## src/pkg/rsc_pkg.sv

```systemverilog
// rsc_pkg: constants and carrier types for the return-stack call unit
// assumes a 21-bit byte program counter and a 16-bit instruction word
`default_nettype none
package rsc_pkg;

  localparam int PC_W        = 21;
  localparam int OP_W        = 16;
  localparam int OFS_W       = 11;
  localparam int PH_W        = 2;

  localparam logic [15:0] OP_PUSH    = 16'h0005;
  localparam logic [15:0] OP_DISCARD = 16'h0006;
  localparam logic [4:0]  CALL_TOP   = 5'h1b;
  localparam int          CALL_TOP_LSB = 11;

  localparam logic [PC_W-1:0] PC_STEP = 21'h00_0002;
  localparam logic [PC_W-1:0] PC_RST  = 21'h00_0000;

  localparam logic [PH_W-1:0] PH_Q1 = 2'h0;
  localparam logic [PH_W-1:0] PH_Q2 = 2'h1;
  localparam logic [PH_W-1:0] PH_Q3 = 2'h2;
  localparam logic [PH_W-1:0] PH_Q4 = 2'h3;

  typedef enum logic [1:0]
  {
    RSC_ST_DECODE = 2'b00,
    RSC_ST_FLUSH  = 2'b01
  } rsc_state_t;

  // stack command toward the return stack
  typedef struct packed
  {
    logic            push;
    logic            pop;
    logic [PC_W-1:0] data;
  } rsc_stk_cmd_t;

  // program counter command
  typedef struct packed
  {
    logic            load;
    logic [PC_W-1:0] target;
  } rsc_pc_cmd_t;

endpackage
`default_nettype wire

```

## src/rtl/rsc_phase_gen.sv

```systemverilog
// rsc_phase_gen: quarter phase counter of the instruction cycle
// assumes one system clock per quarter phase
`timescale 1ns/100ps
`default_nettype none
module rsc_phase_gen
  import rsc_pkg::*;
(
  input  wire logic                i_clk_sys,
  input  wire logic                i_rst,
  output logic [rsc_pkg::PH_W-1:0] o_phase
);

  typedef struct packed
  {
    logic [PH_W-1:0] ph;
  } rsc_ph_state_t;

  rsc_ph_state_t st_r;
  rsc_ph_state_t st_nxt;

  always_comb
  begin
    st_nxt    = st_r;
    st_nxt.ph = st_r.ph + 2'h1;
  end

  always_ff @(posedge i_clk_sys)
  begin
    if (i_rst)
      st_r <= '{ph: PH_Q1};
    else
      st_r <= st_nxt;
  end

  assign o_phase = st_r.ph;

endmodule
`default_nettype wire

```

## src/rtl/rsc_core.sv

```systemverilog
// rsc_core: executes push, discard-top and relative call on the return
// stack and program counter.
// assumes the decoder presents the instruction word for the whole
// instruction cycle, valid from q1, and the stack applies commands at once.
// the stack itself, its depth and its overflow live outside this block;
// flags are never touched, so there is no flag port. a call ignores the
// decoder and its valid through its second, flushed cycle.
// one clock is one quarter phase; the phase counter restarts at reset.
//
// Behaviour
// - push stores program counter plus 2 as top; older entries move deeper
// - push decoded from opcode 0x0005 only; no operands, flags untouched
// - push is one word, one cycle; stack write in q2, rest idle
// - relative call pushes pc+2, then loads pc+2 plus twice offset
// - call recognised by top bits 11011; signed 11-bit word offset
// - call takes two cycles; pc written q4; second cycle flushes prefetch
// - discard-top, opcode 0x0006, drops top entry in one cycle
`timescale 1ns/100ps
`default_nettype none
module rsc_core
  import rsc_pkg::*;
(
  input  wire logic                     i_clk_sys,
  input  wire logic                     i_rst,
  input  wire logic [rsc_pkg::OP_W-1:0] i_instr,
  input  wire logic                     i_instr_valid,
  input  wire logic [rsc_pkg::PC_W-1:0] i_program_counter,
  output rsc_pkg::rsc_stk_cmd_t         o_stk_cmd,
  output rsc_pkg::rsc_pc_cmd_t          o_pc_cmd,
  output logic                          o_flush,
  output logic [rsc_pkg::PH_W-1:0]      o_phase,
  output logic                          o_busy
);

  // -------------------------------------------------------------------
  // state
  // -------------------------------------------------------------------
  typedef struct packed
  {
    rsc_state_t      fsm;
    rsc_stk_cmd_t    stk;
    rsc_pc_cmd_t     pc;
    logic            flush;
    logic            busy;
    logic [PC_W-1:0] target;
    // phase as the ports see it, kept here so o_phase is a flop too
    logic [PH_W-1:0] ph_seen;
  } rsc_core_state_t;

  rsc_core_state_t st_r;
  rsc_core_state_t st_nxt;
  logic [PH_W-1:0] phase;

  rsc_phase_gen u_phase
  (
    .i_clk_sys (i_clk_sys),
    .i_rst     (i_rst),
    .o_phase   (phase)
  );

  // -------------------------------------------------------------------
  // decode
  // -------------------------------------------------------------------
  logic            is_push;
  logic            is_discard;
  logic            is_call;
  logic [PC_W-1:0] ret_addr;
  logic [PC_W-1:0] disp;

  always_comb
  begin
    is_push    = 1'b0;
    is_discard = 1'b0;
    is_call    = 1'b0;
    // a bubble or flushed word never reaches the stack
    if (i_instr_valid)
    begin
      case (i_instr)
        OP_PUSH:
        begin
          is_push = 1'b1;
        end
        OP_DISCARD:
        begin
          is_discard = 1'b1;
        end
        default:
        begin
          // only the call is matched on its top bits; the rest is offset
          is_call = (i_instr[OP_W-1:CALL_TOP_LSB] == CALL_TOP);
        end
      endcase
    end
    // full-width return address, nothing truncated
    ret_addr   = i_program_counter + PC_STEP;
    // sign extend then double: byte displacement
    disp       = {{(PC_W-OFS_W-1){i_instr[OFS_W-1]}},
                  i_instr[OFS_W-1:0], 1'b0};
  end

  // -------------------------------------------------------------------
  // sequencing
  // -------------------------------------------------------------------
  // command bits are one-clock pulses, so the stack and the program
  // counter see each action exactly once per instruction
  always_comb
  begin
    st_nxt          = st_r;
    st_nxt.stk.push = 1'b0;
    st_nxt.stk.pop  = 1'b0;
    st_nxt.pc.load  = 1'b0;
    st_nxt.ph_seen  = phase;
    case (st_r.fsm)
      RSC_ST_DECODE:
      begin
        st_nxt.flush = 1'b0;
        case (phase)
          PH_Q1:
          begin
            // issued on the q1 edge so that the stack writes during q2
            if (is_push || is_call)
            begin
              st_nxt.stk.push = 1'b1;
              st_nxt.stk.data = ret_addr;
            end
            // target is worked out early; only a call ever uses it
            st_nxt.target = ret_addr + disp;
            st_nxt.busy   = is_call;
          end
          PH_Q2:
          begin
            // discard pops during q3, one clock after a push would land
            if (is_discard)
            begin
              st_nxt.stk.pop = 1'b1;
            end
          end
          PH_Q3:
          begin
            // call writes the pc during q4, then burns one cycle
            if (st_r.busy)
            begin
              st_nxt.pc.load   = 1'b1;
              st_nxt.pc.target = st_r.target;
              st_nxt.flush     = 1'b1;
              st_nxt.fsm       = RSC_ST_FLUSH;
            end
          end
          PH_Q4:
          begin
            // nothing is issued here: push and discard end idle
            st_nxt.busy = st_r.busy;
          end
          default:
          begin
            st_nxt.busy = st_r.busy;
          end
        endcase
      end
      RSC_ST_FLUSH:
      begin
        // the prefetched word is dropped for this whole cycle, whatever
        // the decoder presents; no command may leave here
        case (phase)
          PH_Q3:
          begin
            st_nxt.fsm   = RSC_ST_DECODE;
            st_nxt.flush = 1'b0;
            st_nxt.busy  = 1'b0;
          end
          default:
          begin
            st_nxt.flush = 1'b1;
            st_nxt.busy  = 1'b1;
          end
        endcase
      end
      default:
      begin
        // an unused encoding returns to decode with nothing issued
        st_nxt.fsm   = RSC_ST_DECODE;
        st_nxt.flush = 1'b0;
        st_nxt.busy  = 1'b0;
      end
    endcase
  end

  // -------------------------------------------------------------------
  // state register
  // -------------------------------------------------------------------
  // synchronous reset: every field goes back to a constant
  always_ff @(posedge i_clk_sys)
  begin
    if (i_rst)
    begin
      st_r.fsm       <= RSC_ST_DECODE;
      st_r.stk       <= '{push: 1'b0, pop: 1'b0, data: PC_RST};
      st_r.pc        <= '{load: 1'b0, target: PC_RST};
      st_r.flush     <= 1'b0;
      st_r.busy      <= 1'b0;
      st_r.target    <= PC_RST;
      st_r.ph_seen   <= PH_Q1;
    end
    else
    begin
      st_r <= st_nxt;
    end
  end

  // -------------------------------------------------------------------
  // outputs
  // -------------------------------------------------------------------
  // every port is a field of the state register, so none can glitch
  assign o_stk_cmd = st_r.stk;
  assign o_pc_cmd  = st_r.pc;
  assign o_flush   = st_r.flush;
  assign o_busy    = st_r.busy;
  // phase as seen at the ports lags the internal counter by one clock
  assign o_phase   = st_r.ph_seen;

endmodule
`default_nettype wire

```

## config.mk

```make
export PLATFORM = sky130hd
export DESIGN_NAME = rsc_core
export DESIGN_NICKNAME = d
export VERILOG_FILES = /design/src/pkg/rsc_pkg.sv /design/src/rtl/rsc_phase_gen.sv /design/src/rtl/rsc_core.sv
export SDC_FILE = /design/constraint.sdc
export NUM_CORES = 1
export LEC_CHECK = 0
export BUFFER_PORTS_ARGS = -buffer_cell sky130_fd_sc_hd__buf_2
export CAP_MARGIN = 15
export CORE_MARGIN = 2
export CORE_UTILIZATION = 35
export DETAILED_ROUTE_END_ITERATION = 8
export PLACE_DENSITY = 0.57
export SYNTH_ARGS = -nofsm -noshare
export SYNTH_HDL_FRONTEND = slang
export SYNTH_HIERARCHICAL = 1
export SYNTH_SLANG_ARGS = --single-unit
```

## constraint.sdc

```tcl
create_clock -name i_clk_sys -period 6.45 [get_ports i_clk_sys]
set_input_delay 1.29 -clock i_clk_sys [delete_from_list [all_inputs] [get_ports i_clk_sys]]
set_output_delay 1.29 -clock i_clk_sys [all_outputs]
set_load 0.005 [all_outputs]
```

* Word-level counts from Yosys, hierarchy flattened
Index checks and enable logic that the tools add are counted.
** Storage, ports and cells
- Bits of input ports :: 40
- Word-level logic and storage cells :: 56
- Output and inout bits :: 49
- Register bits :: 74
** Operators by class
- Reductions and logical operators :: 11
- Mux-type cells :: 17
- $add $sub $neg :: 3
- Bitwise operators :: 4
- Eq/ne operators :: 10
** Operators by type and width (number)
- 16-bit by 3-bit == test with 1-bit output, second input constant :: 2
- 23-bit two-way mux :: 1
- 21-bit by 2-bit adder with 21-bit output, second input constant :: 1
- 21-bit adder :: 1
- 1-bit two-way mux :: 10
- 3-bit AND reduction :: 3
- 3-bit OR reduction :: 3
- 2-bit two-way mux :: 4
- 2-bit one-hot mux with 2 select lines :: 2
- 2-bit != test, second input constant :: 3
- 5-bit == test, second input constant :: 1
- 2-bit by 1-bit == test with 1-bit output, second input constant :: 2
- 2-bit zero test :: 2
- 1-bit NOT :: 4
- 2-bit by 1-bit adder with 2-bit output, second input constant :: 1
- 2-bit == test, second input constant :: 1
- 2-bit by 1-bit != test with 1-bit output, second input constant :: 1
- 2-bit AND reduction :: 1
- 2-bit OR reduction :: 1
- 1-bit logical OR :: 1

* Logic depth before layout (Yosys ltp)
Gate-level depths: netlist of the first run.
- Depth after elaboration :: 6
- Gate-level depth with buffers :: 12

* Modules after synthesis
Netlist of the first run, hierarchy kept.
** Modules (own cells, without submodules)
- rsc_core :: cells each 505, area an instance 4169.0 µm², times used 1
- rsc_phase_gen :: cells each 5, area an instance 56.3 µm², times used 1

* Worst setup path before layout of the first run
Ideal clock, no wire load.
- Kind :: input -> register
- Start point :: input port i_program_counter[1] (netlist name)
- End point :: register st_r[21] (netlist name)
- Cell stages on the path :: 12
- Arrival :: 3744 ps
- Setup slack :: 2590 ps
- Setup time :: 117 ps
- Cell sequence :: nand3_1 > nor3_1 > and4_1 > xor2_1 > ha_1 > clkbuf_1 > and3_1 > a221o_1 > a221oi_1 > o21ai_0 > xor2_1 > a22o_1
** Between the ends
- Cells in the longest elaborated chain, start to end :: 2
** Ends and longest elaborated chain
- start: declaration :: line rsc_core.sv:27 : input wire logic [rsc_pkg::PC_W-1:0] i_program_counter,
- 21-bit by 2-bit adder with 21-bit output :: line rsc_core.sv:95 : ret_addr = i_program_counter + PC_STEP;
- net ret_addr[14] :: line rsc_core.sv:67 : logic [PC_W-1:0] ret_addr;
- 21-bit adder :: line rsc_core.sv:127 : st_nxt.target = ret_addr + disp;
- end signal: assignment :: line rsc_core.sv:206 : st_r <= st_nxt;
- end: declaration :: line rsc_core.sv:50 : rsc_core_state_t st_r;
The timed path passes the listed nets, and every way through them passes these cells.
A chain may end at the register's enable or synchronous reset.

* Worst setup path in the final report of the first run
- Start point :: input port i_program_counter[3] (netlist name)
- End point :: register st_r[21] (netlist name)
The elaborated chain is that of the path after synthesis.

==> results.ini, run 1 <==
[yosys]
async_flop_share_pct = 0
syn_inst = 510
synth_cell_types = 53
ys.flop_type = dfxtp_1
ys_warn_count = 6
avgSynthCellArea_um2 = 8.285
yosysSeqAreaShare_pct = 34.59
syn_area_mm2 = 0.004225
ys_ff_latch = 73
synth_edf_count = 0
syn-num-nets = 572

[route]
num_vias = 3584
wl_per_cell_um = 14.46
ant_nets = 0
drc_errors = 0
finalWirelength_um = 10080
vias_per_cell = 5.142
drt_pass1_iterations = 5
drt_iter0_drc = 178

[setup_path]
cp_cell_sequence = buf_2 -> nand3_1 -> nor3_1 -> and4_1 -> xor2_1 -> ha_1 -> and3_1 -> a221o_1 -> a221oi_1 -> o21ai_0 -> xor2_1 -> a22o_1
path_class = primary input to flop
critical_path_depth = 12
critPathMaxStageDelay_ns = 0.36
cp-end-kind = flop
worst_path_most_repeated_cell = xor2_1
reg2reg_depth = 4
cp_max_fo = 9
setup.worst_path.start_class = primary input
cpMaxStageDelayCell = nor3_1
worstPathArrival_ns = 4.20
crit_family = simple AND/OR/NAND/NOR gates
path_buf_inv = 1
required_ns = 6.67

[global_routing]
first_global_vias = 3310
grt-ovfl-total = 0
grtUsageTotal_pct = 15.59
grt_pass1_wl_um = 16370
grt_max_degree = 71
antenna_found_initial = 0

[power]
power_density_mw_per_mm2 = 265.2
p_sw_share_pct = 26.19
p_clk_share_pct = 45.3
ir_drop_v = 0.0001231
p_leak_nw = 2.209
combPwrFrac_pct = 16.2
pwr-share-seq_pct = 38.5
power.switching_mw = 0.3334
power.internal_mw = 0.9396

[finish]
final-instance-count-excl-fill = 697
areaGrowthSynthToFinish_pct = 13.62
antenna_cells = 0
fin_nets = 607
drive_gt1_share_pct = 20.55

[outcome]
outcome = completed

[floorplanning]
fp-row-count = 40
dieArea_mm2 = 0.01297
core_mm2 = 0.01191
die_x_um = 113.9
io_pins = 89
start_util_pct = 35.47
die_y_um = 113.9

[cts]
ctsHoldBuffers = 0
htreeDepth = 3
ctsResizeCount = 0
numCtsBuffers = 9
clkLatencyLatePin_ns = 0.33
cts_sinks = 73
clockBufferDepth = 2
cts_tree = done
cts_root_buffer = clkbuf_16
path_clk_slew_ns = 0.06
postCtsSetupRepairBufs = 0

[timing]
fin_setup_tns_ns = 0
rsz0062_at_grt = false
hold_violations = 0
max-slew-margin-rel_pct = 52.21
fin_crit_ns = 3.982
period_share_pct = 61.74
fmax_mhz = 251.1
worst-slew-pin-transition_ns = 0.7169
skew_ns = 0.003829
setup_viol = 0
drv_slew = 0

[min_path]
worstHoldPathCells = 2
hold_class = flop to flop

[placement]
place_congestion = 0.8423
port_buffers = 88
dp.cells = 681
hpwl_um = 7642

[job]
drv_cap = 0

[kinds of logic after synthesis]
group	share of synthesized area [%]
compound gates	16.73
xor+xnor	6.751
fa+ha+maj	6.692
buf+inv	11.07
flops	34.59
mux	4.975
simple gates	19.19
[cell usage after synthesis, types with 14 or more instances]
| library cell | n | share of area, % |
|---|---|---|
| a21oi_1 | 49 | 5.8 |
| clkbuf_1 | 18 | 1.6 |
| dfxtp_1 | 73 | 35 |
| xnor2_1 | 14 | 2.9 |
| nand3_1 | 15 | 1.8 |
| o21ai_0 | 16 | 1.9 |
| ha_1 | 21 | 6.2 |
| xor2_1 | 16 | 3.3 |
| nor2_1 | 43 | 3.8 |
| mux2i_1 | 21 | 5.0 |
| nand2_1 | 76 | 6.8 |
| buf_4 | 47 | 8.4 |
[sequential cells by signal, indices dropped and copies added (netlist names)]
| register | cells |
|---|---|
| u_phase/o_phase | 2 |
| o_pc_cmd | 22 |
| o_stk_cmd | 23 |
| o_flush | 1 |
| st_r | 22 |
| o_busy | 1 |
| o_phase | 2 |
[power by group through the flow]
stage	sequential, mW	clock [mW]	combinational (mW)
3_3_place_gp	0.499	0	0.201
6_report	0.490	0.576	0.207
2_1_floorplan	0.495	0	0.148
4_1_cts	0.490	0.592	0.206
3_5_place_dp	0.500	0	0.204
5_1_grt	0.493	0.612	0.232
[cell usage in the layout, fill, tap and decap left out, drive strengths merged, types with 2 or more instances in the layout]
cell type | synthesis | layout
a211o | 2 | 2
a211oi | 6 | 6
a21boi | 2 | 2
a21o | 7 | 7
a21oi | 49 | 49
a22o | 4 | 4
a31oi | 3 | 3
a32o | 2 | 2
and3 | 4 | 4
and4 | 2 | 2
buf | 50 | 92
bufinv | 0 | 3
clkbuf | 18 | 10
dfxtp | 73 | 73
ha | 21 | 21
inv | 9 | 10
mux2i | 21 | 21
nand2 | 76 | 76
nand3 | 15 | 15
nand4 | 7 | 7
nor2 | 43 | 43
nor2b | 2 | 2
nor3 | 7 | 7
nor3b | 2 | 2
nor4 | 4 | 4
nor4b | 2 | 2
o211ai | 6 | 6
o21a | 3 | 3
o21ai | 17 | 17
o31ai | 2 | 2
or3 | 5 | 5
xnor2 | 14 | 14
xor2 | 16 | 16
[worst reg2reg max path, stage by stage, from the launching register on]
cell and delay, ns:
dfxtp_1 0.38, or3_1 0.66, or3_1 0.43, or3_1 0.31, nand3_1 0.09
[routing by layer]
layer	part of all wire (%)	up-vias	track usage (%)
li1	-	1814	-
met4	1.4	0	5.366
met5	0	-	0
met1	49	1636	21.45
met2	42	119	23.43
met3	7.2	15	4.463
[final cells by class]
cell class / instances / area, µm²
multi-input cells: 360 / 2307
inverters: 9 / 33.78
fillers: 1269 / 7111
flip-flops and latches: 73 / 1461
well taps: 147 / 183.9
clock buffers: 10 / 229.0
clock inverters: 6 / 115.1
repair buffers: 92 / 470.5
[final timing paths]
path,startpoint,slack [ns],endpoint
hold reg to reg,o_pc_cmd[14]$_SDFFE_PP0P_,0.45,o_pc_cmd[14]$_SDFFE_PP0P_
setup / recovery,i_program_counter[3],2.47,st_r[21]$_SDFFE_PP0P_
setup reg to reg,st_r[70]$_SDFFE_PP0P_,4.52,st_r[20]$_SDFFE_PP0P_
hold / removal,o_pc_cmd[14]$_SDFFE_PP0P_,0.45,o_pc_cmd[14]$_SDFFE_PP0P_
[through the flow]
step | power (mW) | utilization (%) | cell area, µm² | hold slack (ns) | setup WS [ns]
finish | 1.273 | 40.30 | 4801 | 0.4482 | 2.468
global route | 1.337 | 40.30 | 4801 | 0.4619 | 2.212
CTS | 1.287 | 40.30 | 4801 | 0.4508 | 2.512
detailed placement | 0.7037 | 37.42 | 4457 | 0.4430 | 2.164
global placement | 0.7005 | 37.42 | 4457 | 0.4436 | 2.262
floorplan | 0.6429 | - | 4225 | 0.4287 | 2.590
(Power assumes the default switching activity.)
==> run 2, diff against run 1 <==
Clock period 6.45 ns to 3.86 ns, I/O delays scaled along.
==> results.ini, run 2 (synthesized netlist as in run 1, its figures left out) <==
[finish]
utilization_pct = 40.13
nFillCells = 1260
areaGrowthSynthToFinish_pct = 13.12
largest_register_ffs = 23
layout_common_cells = buf_2, nand2_1, dfxtp_1
final_common_cell = buf_2
drive_gt1_share_pct = 20.87
antenna_cells = 0
fin_nets = 608

[cts]
ctsHoldBuffers = 0
cts_sinks = 73
numCtsBuffers = 9
clkLatencyLatePin_ns = 0.34
clockBufferDepth = 2
ctsResizeCount = 0
path_clk_slew_ns = 0.06
htreeDepth = 3
cts_root_buffer = clkbuf_16
cts_tree = done
postCtsSetupRepairBufs = 0

[timing]
hold_violations = 0
fin_crit_ns = 3.409
fmax_mhz = 293.3
worst-slew-pin-transition_ns = 0.7603
max-slew-margin-rel_pct = 49.31
setup_viol = 0
skew_ns = 0.006440
rsz0062_at_grt = false
drv_slew = 0
fin_setup_tns_ns = 0
period_share_pct = 88.32

[setup_path]
required_ns = 4.09
crit_family = simple AND/OR/NAND/NOR gates
setup.worst_path.start_class = primary input
critPathMaxStageDelay_ns = 0.40
cpMaxStageDelayCell = nor3_1
path_class = primary input to flop
cp-end-kind = flop
worst_path_most_repeated_cell = xor2_1
cp_max_fo = 9
path_buf_inv = 1
cp_cell_sequence = buf_2 -> nand3_1 -> nor3_1 -> and4_1 -> xor2_1 -> ha_1 -> and3_1 -> a221o_1 -> a221oi_1 -> o21ai_0 -> xor2_1 -> a22o_1
worstPathArrival_ns = 3.64

[route]
num_vias = 3552
drt_iter0_drc = 263
drt_pass1_iterations = 4
wl_per_cell_um = 14.44
drc_errors = 0
vias_per_cell = 5.089
finalWirelength_um = 10080
ant_nets = 0

[floorplanning]
dieArea_mm2 = 0.01297
die_y_um = 113.9
start_util_pct = 35.47
core_mm2 = 0.01191
fp-row-count = 40
die_x_um = 113.9
io_pins = 89

[power]
p_leak_nw = 2.199
power_density_mw_per_mm2 = 426.9
ir_drop_v = 0.0001768

[placement]
port_buffers = 88
place_congestion = 0.8523
hpwl_um = 7669

[global_routing]
grt_max_degree = 46
first_global_vias = 3367
grt-ovfl-total = 0
grt_pass1_wl_um = 16700
antenna_found_initial = 0
grtUsageTotal_pct = 16.01

[outcome]
outcome = completed

[min_path]
hold_class = flop to flop

[job]
drv_cap = 0

-- run 2: cell count changes in the layout (fill, tap and decap cells not counted) --
cell / previous run / this run
clkbuf_1: 1 / 0
bufinv_16: 3 / 1
clkbuf_8: 0 / 2
clkinvlp_4: 1 / 2
buf_4: 4 / 5
-- run 2: path summary, 6_finish.rpt --
kind                                  from                  endpoint  slack (ns)  depth (start not counted)
setup reg to reg     st_r[70]$_SDFFE_PP0P_     st_r[20]$_SDFFE_PP0P_        1.97                          4
hold reg to reg   o_pc_cmd[6]$_SDFFE_PP0P_  o_pc_cmd[6]$_SDFFE_PP0P_        0.45                          2
hold / removal    o_pc_cmd[6]$_SDFFE_PP0P_  o_pc_cmd[6]$_SDFFE_PP0P_        0.45                          2
setup / recovery      i_program_counter[3]     st_r[21]$_SDFFE_PP0P_        0.45                         12
-- run 2: where the power goes --
group	leakage [nW]	switching [mW]	internal, mW
clock	0.148	0.339	0.539
combinational	1.46	0.204	0.142
sequential	0.594	0.0237	0.793
total	2.20	0.566	1.47
-- run 2: tightest hold or removal path, delay by kind of cell, from the launching register on --
kind	cells	cell delay [ns]
AO/OA/AOI/OAI	1	0.05
flip-flops	1	0.30
AND/OR/NAND/NOR	1	0.05
-- run 2: per-layer routing --
layer | global-route usage [%] | routed length, µm | vias to the layer above
li1 | - | - | 1820
met1 | 22.42 | 5036 | 1623
met2 | 23.31 | 4242 | 102
met3 | 4.091 | 674 | 7
met4 | 6.829 | 125 | 0
met5 | 0 | 0 | -
-- run 2: through the flow --
step                      total power, mW  cell area, µm²  setup slack [ns]  instances  hold slack (ns)
after global placement              1.171            4464            0.2472        682           0.4435
after floorplan                     1.074            4225            0.5177        510           0.4287
after CTS                           2.055            4780            0.4782        698           0.4532
after global routing                2.136            4780            0.1966        698           0.4746
after detailed placement            1.176            4464            0.1218        682           0.4451
final                               2.041            4780            0.4507        698           0.4514
-- run 2: layout make-up --
type	count	area [µm²]	share of cell area, %
Tap cell	147	183.9	3.848
Sequential cell	73	1461	30.58
Timing Repair Buffer	93	478.0	10.00
Inverter	9	33.78	0.7068
Multi-Input combinational cell	360	2307	48.27
Clock inverter	5	62.56	1.309
Clock buffer	11	252.7	5.288
